File: src/common/ahcf_pkg.sv
// Shared constants and types for the ASCII host command framer
package ahcf_pkg;
  // ---------------------------------------------------------------
  // Character codes
  // ---------------------------------------------------------------
  localparam logic [7:0] CH_LF    = 8'h0A;
  localparam logic [7:0] CH_CR    = 8'h0D;
  localparam logic [7:0] CH_SPACE = 8'h20;
  localparam logic [7:0] CH_COMMA = 8'h2C;
  localparam logic [7:0] CH_DOT   = 8'h2E;
  localparam logic [7:0] CH_ZERO  = 8'h30;
  localparam logic [7:0] CH_E     = 8'h45;
  localparam logic [7:0] CH_PLUS  = 8'h2B;
  localparam logic [7:0] CH_MINUS = 8'h2D;
  localparam logic [7:0] CH_LOW_A = 8'h61;
  localparam logic [7:0] CH_LOW_Z = 8'h7A;
  localparam logic [7:0] CASE_BIT = 8'h20;
  localparam logic [7:0] STAT_BIT6 = 8'h40;
  // ---------------------------------------------------------------
  // Token sizes and reply buffer
  // ---------------------------------------------------------------
  localparam int CMD_CHARS = 5;
  localparam int MOD_CHARS = 3;
  localparam int BUF_DEPTH = 10;
  localparam logic [3:0] LEN_OK      = 4'h4;
  localparam logic [3:0] LEN_INVALID = 4'h9;
  localparam logic [3:0] LEN_PRESS   = 4'hA;
  localparam logic [3:0] LEN_SINGLE  = 4'h3;
  // ---------------------------------------------------------------
  // Reply value field layout
  // ---------------------------------------------------------------
  localparam int RV_M0  = 17;
  localparam int RV_M1  = 13;
  localparam int RV_M2  = 9;
  localparam int RV_NEG = 8;
  localparam int RV_E1  = 4;
  localparam int RV_E0  = 0;
  // ---------------------------------------------------------------
  // Reply kinds and states
  // ---------------------------------------------------------------
  typedef enum logic [2:0] {
    RK_OK = 3'h0, RK_INVALID = 3'h1, RK_PRESS = 3'h2, RK_DIGIT = 3'h3, RK_BYTE = 3'h4
  } ahcf_kind_t;
  typedef enum logic [1:0] {
    ST_PARSE = 2'h0, ST_ISSUE = 2'h1, ST_REPLY = 2'h3, ST_SEND = 2'h2
  } ahcf_state_t;
  typedef enum logic [2:0] {
    PS_LEAD = 3'h0, PS_CMD = 3'h1, PS_SEP = 3'h3, PS_MOD = 3'h2, PS_TAIL = 3'h6
  } ahcf_pstate_t;
endpackage : ahcf_pkg

File: src/ahcf_framer.sv
// Host message framer and reply formatter
`timescale 1ns/100ps
module ahcf_framer (
  input  wire logic        ref_clk,
  input  wire logic        srst,
  input  wire logic        gpib_mode,
  input  wire logic        rx_valid,
  input  wire logic [7:0]  rx_data,
  input  wire logic        rx_eoi,
  output logic             rx_ready,
  output logic             cmd_valid,
  output logic [39:0]      cmd_token,
  output logic [23:0]      mod_token,
  output logic             mod_present,
  input  wire logic        rep_valid,
  input  wire logic [2:0]  rep_kind,
  input  wire logic [20:0] rep_value,
  output logic             rep_ready,
  output logic             tx_valid,
  output logic [7:0]       tx_data,
  output logic             tx_eoi,
  input  wire logic        tx_ready
);
  // ---------------------------------------------------------------
  // Helpers
  // ---------------------------------------------------------------
  function automatic logic [7:0] to_upper(input logic [7:0] c);
    to_upper = (c >= ahcf_pkg::CH_LOW_A && c <= ahcf_pkg::CH_LOW_Z) ?
               (c & ~ahcf_pkg::CASE_BIT) : c;
  endfunction : to_upper

  function automatic logic [7:0] dig(input logic [3:0] d);
    dig = ahcf_pkg::CH_ZERO | {4'h0, d};
  endfunction : dig

  // ---------------------------------------------------------------
  // State
  // ---------------------------------------------------------------
  ahcf_pkg::ahcf_state_t  st_q;
  ahcf_pkg::ahcf_pstate_t ps_q;
  logic [39:0] cmd_q;
  logic [23:0] mod_q;
  logic [2:0]  cmd_len_q;
  logic [1:0]  mod_len_q;
  logic        mod_present_q;
  logic [7:0]  buf_q [ahcf_pkg::BUF_DEPTH];
  logic [7:0]  buf_d [ahcf_pkg::BUF_DEPTH];
  logic [3:0]  len_q;
  logic [3:0]  len_d;
  logic [3:0]  idx_q;
  logic        rx_ready_q;
  logic        cmd_valid_q;
  logic        rep_ready_q;
  logic        tx_valid_q;
  logic [7:0]  tx_data_q;
  logic        tx_eoi_q;

  // ---------------------------------------------------------------
  // Character decode
  // ---------------------------------------------------------------
  wire       take     = rx_valid & rx_ready_q;
  wire [7:0] up       = to_upper(rx_data);
  wire       is_lf    = (rx_data == ahcf_pkg::CH_LF);
  wire       is_cr    = (rx_data == ahcf_pkg::CH_CR);
  wire       is_space = (rx_data == ahcf_pkg::CH_SPACE);
  wire       is_sep   = is_space | (rx_data == ahcf_pkg::CH_COMMA) | is_cr;
  wire       end_msg  = take & (is_lf | (gpib_mode & rx_eoi));
  wire       is_text  = take & ~is_lf;
  wire       load     = rep_valid & rep_ready_q;
  wire       last     = (idx_q == len_q - 4'h1);
  wire [3:0] idx_nx   = idx_q + 4'h1;

  // ---------------------------------------------------------------
  // Reply image
  // ---------------------------------------------------------------
  always_comb begin
    for (int i = 0; i < ahcf_pkg::BUF_DEPTH; i++) begin
      buf_d[i] = ahcf_pkg::CH_LF;
    end
    len_d = ahcf_pkg::LEN_SINGLE;
    case (rep_kind)
      ahcf_pkg::RK_OK: begin
        buf_d[0] = "O";
        buf_d[1] = "K";
        buf_d[2] = ahcf_pkg::CH_CR;
        len_d    = ahcf_pkg::LEN_OK;
      end
      ahcf_pkg::RK_INVALID: begin
        buf_d[0] = "I";
        buf_d[1] = "N";
        buf_d[2] = "V";
        buf_d[3] = "A";
        buf_d[4] = "L";
        buf_d[5] = "I";
        buf_d[6] = "D";
        buf_d[7] = ahcf_pkg::CH_CR;
        len_d    = ahcf_pkg::LEN_INVALID;
      end
      ahcf_pkg::RK_PRESS: begin
        buf_d[0] = dig(rep_value[ahcf_pkg::RV_M0 +: 4]);
        buf_d[1] = ahcf_pkg::CH_DOT;
        buf_d[2] = dig(rep_value[ahcf_pkg::RV_M1 +: 4]);
        buf_d[3] = dig(rep_value[ahcf_pkg::RV_M2 +: 4]);
        buf_d[4] = ahcf_pkg::CH_E;
        buf_d[5] = rep_value[ahcf_pkg::RV_NEG] ? ahcf_pkg::CH_MINUS : ahcf_pkg::CH_PLUS;
        buf_d[6] = dig(rep_value[ahcf_pkg::RV_E1 +: 4]);
        buf_d[7] = dig(rep_value[ahcf_pkg::RV_E0 +: 4]);
        buf_d[8] = ahcf_pkg::CH_CR;
        len_d    = ahcf_pkg::LEN_PRESS;
      end
      ahcf_pkg::RK_BYTE: begin
        buf_d[0] = ahcf_pkg::STAT_BIT6 | {2'b00, rep_value[5:0]};
        buf_d[1] = ahcf_pkg::CH_CR;
      end
      default: begin
        buf_d[0] = dig(rep_value[3:0]);
        buf_d[1] = ahcf_pkg::CH_CR;
      end
    endcase
  end

  // ---------------------------------------------------------------
  // Inbound tokeniser
  // ---------------------------------------------------------------
  always_ff @(posedge ref_clk) begin
    if (srst || (st_q == ahcf_pkg::ST_SEND && tx_valid_q && tx_ready && last)) begin
      ps_q      <= ahcf_pkg::PS_LEAD;
      cmd_q     <= 40'h0;
      mod_q     <= 24'h0;
      cmd_len_q <= 3'h0;
      mod_len_q <= 2'h0;
      mod_present_q <= 1'b0;
    end else if (st_q == ahcf_pkg::ST_PARSE && is_text) begin
      case (ps_q)
        ahcf_pkg::PS_LEAD: if (!is_space && !is_cr) begin
          cmd_q     <= {cmd_q[31:0], up};
          cmd_len_q <= 3'h1;
          ps_q      <= ahcf_pkg::PS_CMD;
        end
        ahcf_pkg::PS_CMD: if (is_sep) begin
          ps_q <= ahcf_pkg::PS_SEP;
        end else if (cmd_len_q < 3'(ahcf_pkg::CMD_CHARS)) begin
          cmd_q     <= {cmd_q[31:0], up};
          cmd_len_q <= cmd_len_q + 3'h1;
        end
        ahcf_pkg::PS_SEP: if (!is_sep) begin
          mod_q     <= {mod_q[15:0], up};
          mod_len_q <= 2'h1;
          mod_present_q <= 1'b1;
          ps_q      <= ahcf_pkg::PS_MOD;
        end
        ahcf_pkg::PS_MOD: if (is_sep) begin
          ps_q <= ahcf_pkg::PS_TAIL;
        end else if (mod_len_q < 2'(ahcf_pkg::MOD_CHARS)) begin
          mod_q     <= {mod_q[15:0], up};
          mod_len_q <= mod_len_q + 2'h1;
        end
        default: ps_q <= ahcf_pkg::PS_TAIL;
      endcase
    end
  end

  // ---------------------------------------------------------------
  // Message and reply sequencing
  // ---------------------------------------------------------------
  always_ff @(posedge ref_clk) begin
    if (srst) begin
      st_q        <= ahcf_pkg::ST_PARSE;
      rx_ready_q  <= 1'b1;
      cmd_valid_q <= 1'b0;
      rep_ready_q <= 1'b0;
      tx_valid_q  <= 1'b0;
      tx_data_q   <= 8'h00;
      tx_eoi_q    <= 1'b0;
      idx_q       <= 4'h0;
      len_q       <= 4'h0;
      for (int i = 0; i < ahcf_pkg::BUF_DEPTH; i++) begin
        buf_q[i] <= 8'h00;
      end
    end else begin
      cmd_valid_q <= 1'b0;
      case (st_q)
        ahcf_pkg::ST_PARSE: if (end_msg) begin
          rx_ready_q <= 1'b0;
          st_q       <= ahcf_pkg::ST_ISSUE;
        end
        ahcf_pkg::ST_ISSUE: begin
          cmd_valid_q <= 1'b1;
          rep_ready_q <= 1'b1;
          st_q        <= ahcf_pkg::ST_REPLY;
        end
        ahcf_pkg::ST_REPLY: if (load) begin
          buf_q       <= buf_d;
          len_q       <= len_d;
          idx_q       <= 4'h0;
          rep_ready_q <= 1'b0;
          tx_valid_q  <= 1'b1;
          tx_data_q   <= buf_d[0];
          st_q        <= ahcf_pkg::ST_SEND;
        end
        ahcf_pkg::ST_SEND: if (tx_ready) begin
          if (last) begin
            tx_valid_q <= 1'b0;
            tx_eoi_q   <= 1'b0;
            rx_ready_q <= 1'b1;
            st_q       <= ahcf_pkg::ST_PARSE;
          end else begin
            idx_q     <= idx_nx;
            tx_data_q <= buf_q[idx_nx];
            tx_eoi_q  <= gpib_mode && (idx_nx == len_q - 4'h1);
          end
        end
        default: st_q <= ahcf_pkg::ST_PARSE;
      endcase
    end
  end

  assign rx_ready    = rx_ready_q;
  assign cmd_valid   = cmd_valid_q;
  assign cmd_token   = cmd_q;
  assign mod_token   = mod_q;
  assign mod_present = mod_present_q;
  assign rep_ready   = rep_ready_q;
  assign tx_valid    = tx_valid_q;
  assign tx_data     = tx_data_q;
  assign tx_eoi      = tx_eoi_q;
endmodule : ahcf_framer

File: config.mk
export PLATFORM = sky130hd
export DESIGN_NAME = ahcf_framer
export DESIGN_NICKNAME = d
export VERILOG_FILES = /design/src/common/ahcf_pkg.sv /design/src/ahcf_framer.sv
export SDC_FILE = /design/constraint.sdc
export NUM_CORES = 1
export LEC_CHECK = 0
export BUFFER_PORTS_ARGS = -buffer_cell sky130_fd_sc_hd__buf_2
export CAP_MARGIN = 20
export CORE_MARGIN = 8
export CORE_UTILIZATION = 55
export DETAILED_ROUTE_END_ITERATION = 12
export PLACE_DENSITY = 0.86
export SYNTH_ARGS = -nofsm -noshare
export SYNTH_HDL_FRONTEND = slang
export SYNTH_SLANG_ARGS = --single-unit
File: constraint.sdc
create_clock -name ref_clk -period 2.5 [get_ports ref_clk]
set_input_delay 0.25 -clock ref_clk [delete_from_list [all_inputs] [get_ports ref_clk]]
set_output_delay 0.25 -clock ref_clk [all_outputs]
set_load 0.01 [all_outputs]
After elaboration in Yosys (flattened, before gate mapping)
Index checks and enable logic that the tools add are counted.
Cells by class
  $add $sub $neg: 4
  magnitude comparators: 5
  equal/unequal tests: 28
  mux-type cells: 55
  bitwise logic cells: 11
  reductions and logical operators: 29
Operators with widths (number)
  $mux 40: 3
  $pmux 40 s2: 1
  $pmux 39 s2: 1
  $mux 24: 3
  $pmux 15 s4: 1
  $pmux 24 s2: 1
  $mux 8: 5
  $bmux 8 s4: 1
  $ne 2x2->1 const B: 13
  $mux 3: 8
  $pmux 7 s3: 1
  $eq 8x4->1 const B: 2
  $eq 8x6->1 const B: 2
  $pmux 8 s2: 1
  $reduce_and 4->1: 4
  $reduce_and 5->1: 3
  $mux 2: 7
  $mux 4: 3
  $pmux 3 s4: 1
  $pmux 4 s3: 1
  $reduce_bool 2->1: 5
  $eq 3x2->1 const B: 3
  $mux 1: 9
  $eq 4x4->1: 2
  other kinds (30): 51
Storage, ports and cells
  flip-flop bits (word level): 169
  output and inout bits: 78

Logic depth before layout (Yosys ltp)
  depth after elaboration: 8
  mapped depth: 9

Least setup slack after synthesis
No wires, ideal clock.
  kind: register -> register
  start: register idx_q[0]
  end: register tx_data_q[0], in the netlist tx_data[0]
  setup time: 0.122 ns
  arrival time: 1.930 ns
  data required time: 2.378 ns
  setup slack: 0.448 ns
  stages on the path, launching flop included: 7
  buffers on the path: 0
  period minus slack after synthesis: 2.052 ns
  path through: dfxtp_1 > ha_1 > xnor2_2 > mux4_2 > mux2_2 > a21oi_1 > o21ai_0
On the way
  longest elaborated chain between the ends: 8
  elaborated cells on any way between the ends: 11
  those cells by class: add/sub: 1; eq/ne: 2; mux: 6; bitwise: 1; reduce/logical: 1
RTL lines
  from (decl): line ahcf_framer.sv:50  | logic [3:0] idx_q;
  from (signal assigned): line ahcf_framer.sv:208  | idx_q <= idx_nx;
  $add 4x1->4: line ahcf_framer.sv:71  | wire [3:0] idx_nx = idx_q + 4'h1;
  $not 4->5 (not written as such): line ahcf_framer.sv:209  | tx_data_q <= buf_q[idx_nx];
  $bmux 8 s4: line ahcf_framer.sv:209
  $mux 8 (not written as such) (2 in series): line ahcf_framer.sv:209
  $mux 8: line ahcf_framer.sv:202  | if (last) begin
  $mux 8: line ahcf_framer.sv:201  | ahcf_pkg::ST_SEND: if (tx_ready) begin
  $pmux 8 s2: line ahcf_framer.sv:182  | case (st_q)
  to (signal assigned): line ahcf_framer.sv:198  | tx_data_q <= buf_d[0];
  to (signal assigned): line ahcf_framer.sv:209
  to (decl): line ahcf_framer.sv:55  | logic [7:0] tx_data_q;
Several ways; a longest one is shown, not always the timed one. The select of a mux whose other input is x is not followed.
A chain may end at the register's enable or synchronous reset.

Final worst setup path
  start: register st_q[1]
  end: register mod_q[6], in the netlist mod_token[6]
On the way
  longest elaborated chain between the ends: 5
  elaborated cells on any way between the ends: 8
  those cells by class: eq/ne: 1; reduce/logical: 7
RTL lines
  from (decl): line ahcf_framer.sv:39  | ahcf_pkg::ahcf_state_t st_q;
  from (signal assigned): line ahcf_framer.sv:168  | st_q <= ahcf_pkg::ST_PARSE;
  from (signal assigned): line ahcf_framer.sv:185  | st_q <= ahcf_pkg::ST_ISSUE;
  from (signal assigned): line ahcf_framer.sv:190  | st_q <= ahcf_pkg::ST_REPLY;
  $eq 2x2->1: line ahcf_framer.sv:126  | if (srst || (st_q == ahcf_pkg::ST_SEND && tx_valid_q && tx_ready && last)) begin
  $logic_and 1x1->1 (3 in series): line ahcf_framer.sv:126
  $logic_or 1x1->1: line ahcf_framer.sv:126
  to (signal assigned): line ahcf_framer.sv:147  | mod_q <= {mod_q[15:0], up};
  to (signal assigned): line ahcf_framer.sv:155  | mod_q <= {mod_q[15:0], up};
  to (decl): line ahcf_framer.sv:42  | logic [23:0] mod_q;
Several ways; a longest one is shown, not always the timed one.

==> flow_summary.yaml <==
critical_path:
  path_cells: "nor3_1 > and3_1 > nand3_1 > a21oi_1"
  crit_fanout: 26
  endpoint_kind: "flop"
  ff2ff_setup_slack_ps: 280
  arrival_ps: 2670
  cp-start-kind: "flop"
  cpPeakStageDelay_ps: 820
  crit_slowest_cell: "and3_1"
  worstSetupPathType: "flop to flop"
  required_ps: 2950
grt:
  use_met3: 0.0592
  top_usage_layer: "met2"
  gr-usage-met2: 0.394
  globalRouteTotalUtil: 0.230
  grt_start_max_net_pins: 53
  grt_pass1_vias: 5777
  antenna_found_initial: 0
  globalRouteOverflowTotal: 0
  grt_pass1_wl_um: 27400
  met1_usage: 0.262
yosys:
  syn_area_sq_um: 6010
  muxShareOfSynthArea: 0.0970
  yosysSeqAreaShare: 0.443
  synth_fa_ha_area_frac: 0.00833
  syn_nets: 732
  synth_simple_gate_area_share: 0.177
  syn-instance-count: 689
  ys_types: 69
  yosysWarnings: 0
  synth-xor-area-share: 0.0277
  synth-seq-cells: 133
  synth-edff-count: 0
  synth_top_family_by_area: "compound AO/OA/AOI/OAI gates"
  synth_compound_area_frac: 0.195
  async_flop_share: 0
  synth.avg_cell_area_sq_um: 8.72
  yosys_most_used_dff: "dfxtp_1"
die:
  start_util: 0.559
  die-area_sq_um: 14500
  core_area_sq_um: 10700
  ios: 117
  rows: 38
  fp.dieW_um: 121
  die_h_um: 121
run_status:
  status: "complete, no violations"
clocking:
  cts_buffer_depth: 2
  postCtsHoldBufs: 10
  clkTransAtPathRegs_ps: 60
  htreeDepth: 4
  cts_tree: "yes"
  clkSinkCount: 133
  post_cts.repair.setup_buffers: 0
  cts_buffers: 17
  clockRootBuffer: "clkbuf_8"
  ctsResizeCount: 0
  clock_latency_ps: 530
timing:
  clock_skew_ps: 14.9
  fin_crit_ps: 2220
  fmax_mhz: 450
  max-slew-margin-rel: 0.404
  slew_violations: 0
  worstMarginPinSlew_ps: 894
  fin_tns_setup_ps: 0
  setup_viol: 0
  period_share: 0.890
  report.final.hold_viol_count: 0
  rsz0062_at_grt: "false"
final_layout:
  fillers: 793
  layout.area.seq_sq_um: 2660
  drive_gt1_frac: 0.230
  fin_area_sq_um: 7400
  areaGrowthSynthToFinish_pct: 23.1
  fin_nets: 840
  diodes: 0
  multiInputGateArea_sq_um: 3040
drt:
  ant_nets: 0
  drt-total-wl_um: 16800
  detail_route.iter0.violations: 737
  avgViaCountPerCell: 6.01
  firstDrtPassIters: 5
  wl_per_cell_um: 17.7
  drc: 0
  dr_total_vias: 5713
power_and_ir_drop:
  vdd_drop_max_v: 0.000341
  p_per_area_nw_per_um2: 727
  leakage_nw: 3.04
job:
  drv_cap: 0
placement:
  gp_congestion: 0.915
  numPortBuffers: 115
  place_area_sq_um: 6660
  hpwl_um: 11500
hold_path:
  min_path_type: "primary input to flop"
==> layer usage <==
metal | vias up | routed length [um]
met3 | 33 | 1230
met4 | 0 | 384
met2 | 260 | 8400
met5 | - | 0
met1 | 2726 | 6780
li1 | 2694 | -
==> cell families (layout without fill, tap and decap cells) <==
family / count (synthesis) / in the layout
mux: 53 / 53
flops: 133 / 133
buf+inv: 67 / 188
compound gates: 185 / 185
simple gates: 231 / 231
xor+xnor: 15 / 15
fa+ha+maj: 4 / 4
other cells: 1 / 1
==> cell type report <==
cell class,instances,area share
Multi-Input combinational cell,489,0.411
Sequential cell,133,0.360
Timing Repair Buffer,144,0.114
Clock buffer,20,0.0602
Clock inverter,12,0.0255
Tap cell,140,0.0237
Inverter,12,0.00609
==> stage by stage <==
stage	util	total power, mW	hold slack (ps)	cells	setup slack (ps)
floorplan	-	2.58	392	689	448
global placement	0.620	2.71	440	908	423
detailed placement	0.620	2.73	448	908	374
CTS	0.689	5.38	4.00	950	346
global route	0.689	5.55	29.8	950	101
finish	0.689	5.38	21.0	950	276
==> cells in the final DEF, fill, tap and decap left out, types with 4 or more instances in the layout <==
cell type	count
nand3_1	38
xnor2_1	6
a31o_2	4
o211ai_1	4
a22oi_1	4
buf_2	115
a31oi_1	22
bufinv_16	4
buf_4	17
nor3_1	16
o21ai_0	43
a211oi_1	7
nand4_1	4
xor2_1	6
nor2_1	29
o221ai_1	4
mux4_2	4
mux2i_1	47
nand2_1	107
or3_1	6
nor2b_1	5
ha_1	4
dfxtp_1	133
clkbuf_16	16
nand2b_1	7
inv_1	12
and3_1	5
inv_6	5
dlygate4sd3_1	10
a21oi_1	62
==> critical path: cells and delay by family (launching register included) <==
kind	cells	cell delay, ps
AND/OR/NAND/NOR	3	1490
AO/OA/AOI/OAI	1	230
flip-flops	1	430
==> power by group <==
part | total (mW) | internal (mW) | leakage, nW | switching, mW
clock | 2.68 | 1.69 | 0.307 | 0.984
combinational | 0.495 | 0.206 | 1.66 | 0.289
sequential | 2.20 | 2.17 | 1.07 | 0.0387
==> state kept, by name (all words and copies together) (netlist names) <==
name	count
cmd_len_q	3
mod_len_q	2
rx_ready	1
ps_q	3
rep_ready	1
idx_q	4
st_q	2
tx_valid	1
cmd_valid	1
tx_eoi	1
buf_q	39
mod_token	24
len_q	3
tx_data	7
mod_present	1
cmd_token	40
==> worst paths after layout <==
kind | startpoint | endpoint | cells past startpoint
min | rep_value[5] | buf_q[25] | 3
max reg2reg | st_q[1] | mod_token[6] | 4
min reg2reg | buf_q[10] | buf_q[10] | 2
max | st_q[1] | mod_token[6] | 4
==> synthesized netlist by cell type, drive strengths merged (4+ instances only) <==
master / count / area [sq um]
a211oi: 8 / 65.1
and3: 5 / 31.3
a31oi: 23 / 159
nand4: 4 / 25.0
mux4: 4 / 90.1
nor3: 16 / 80.1
xor2: 6 / 52.6
a21oi: 63 / 319
or3: 6 / 37.5
a31o: 4 / 35.0
buf: 24 / 146
clkbuf: 31 / 116
mux2i: 47 / 470
o221ai: 4 / 35.0
nand2: 107 / 402
a22oi: 4 / 30.0
nand2b: 7 / 43.8
xnor2: 7 / 68.8
ha: 4 / 50.1
nand3: 38 / 190
nor2: 30 / 115
inv: 12 / 45.0
o21ai: 44 / 220
nor2b: 5 / 31.3
dfxtp: 133 / 2660
o211ai: 4 / 30.0
Note: power is estimated with default switching activity, not from simulation.
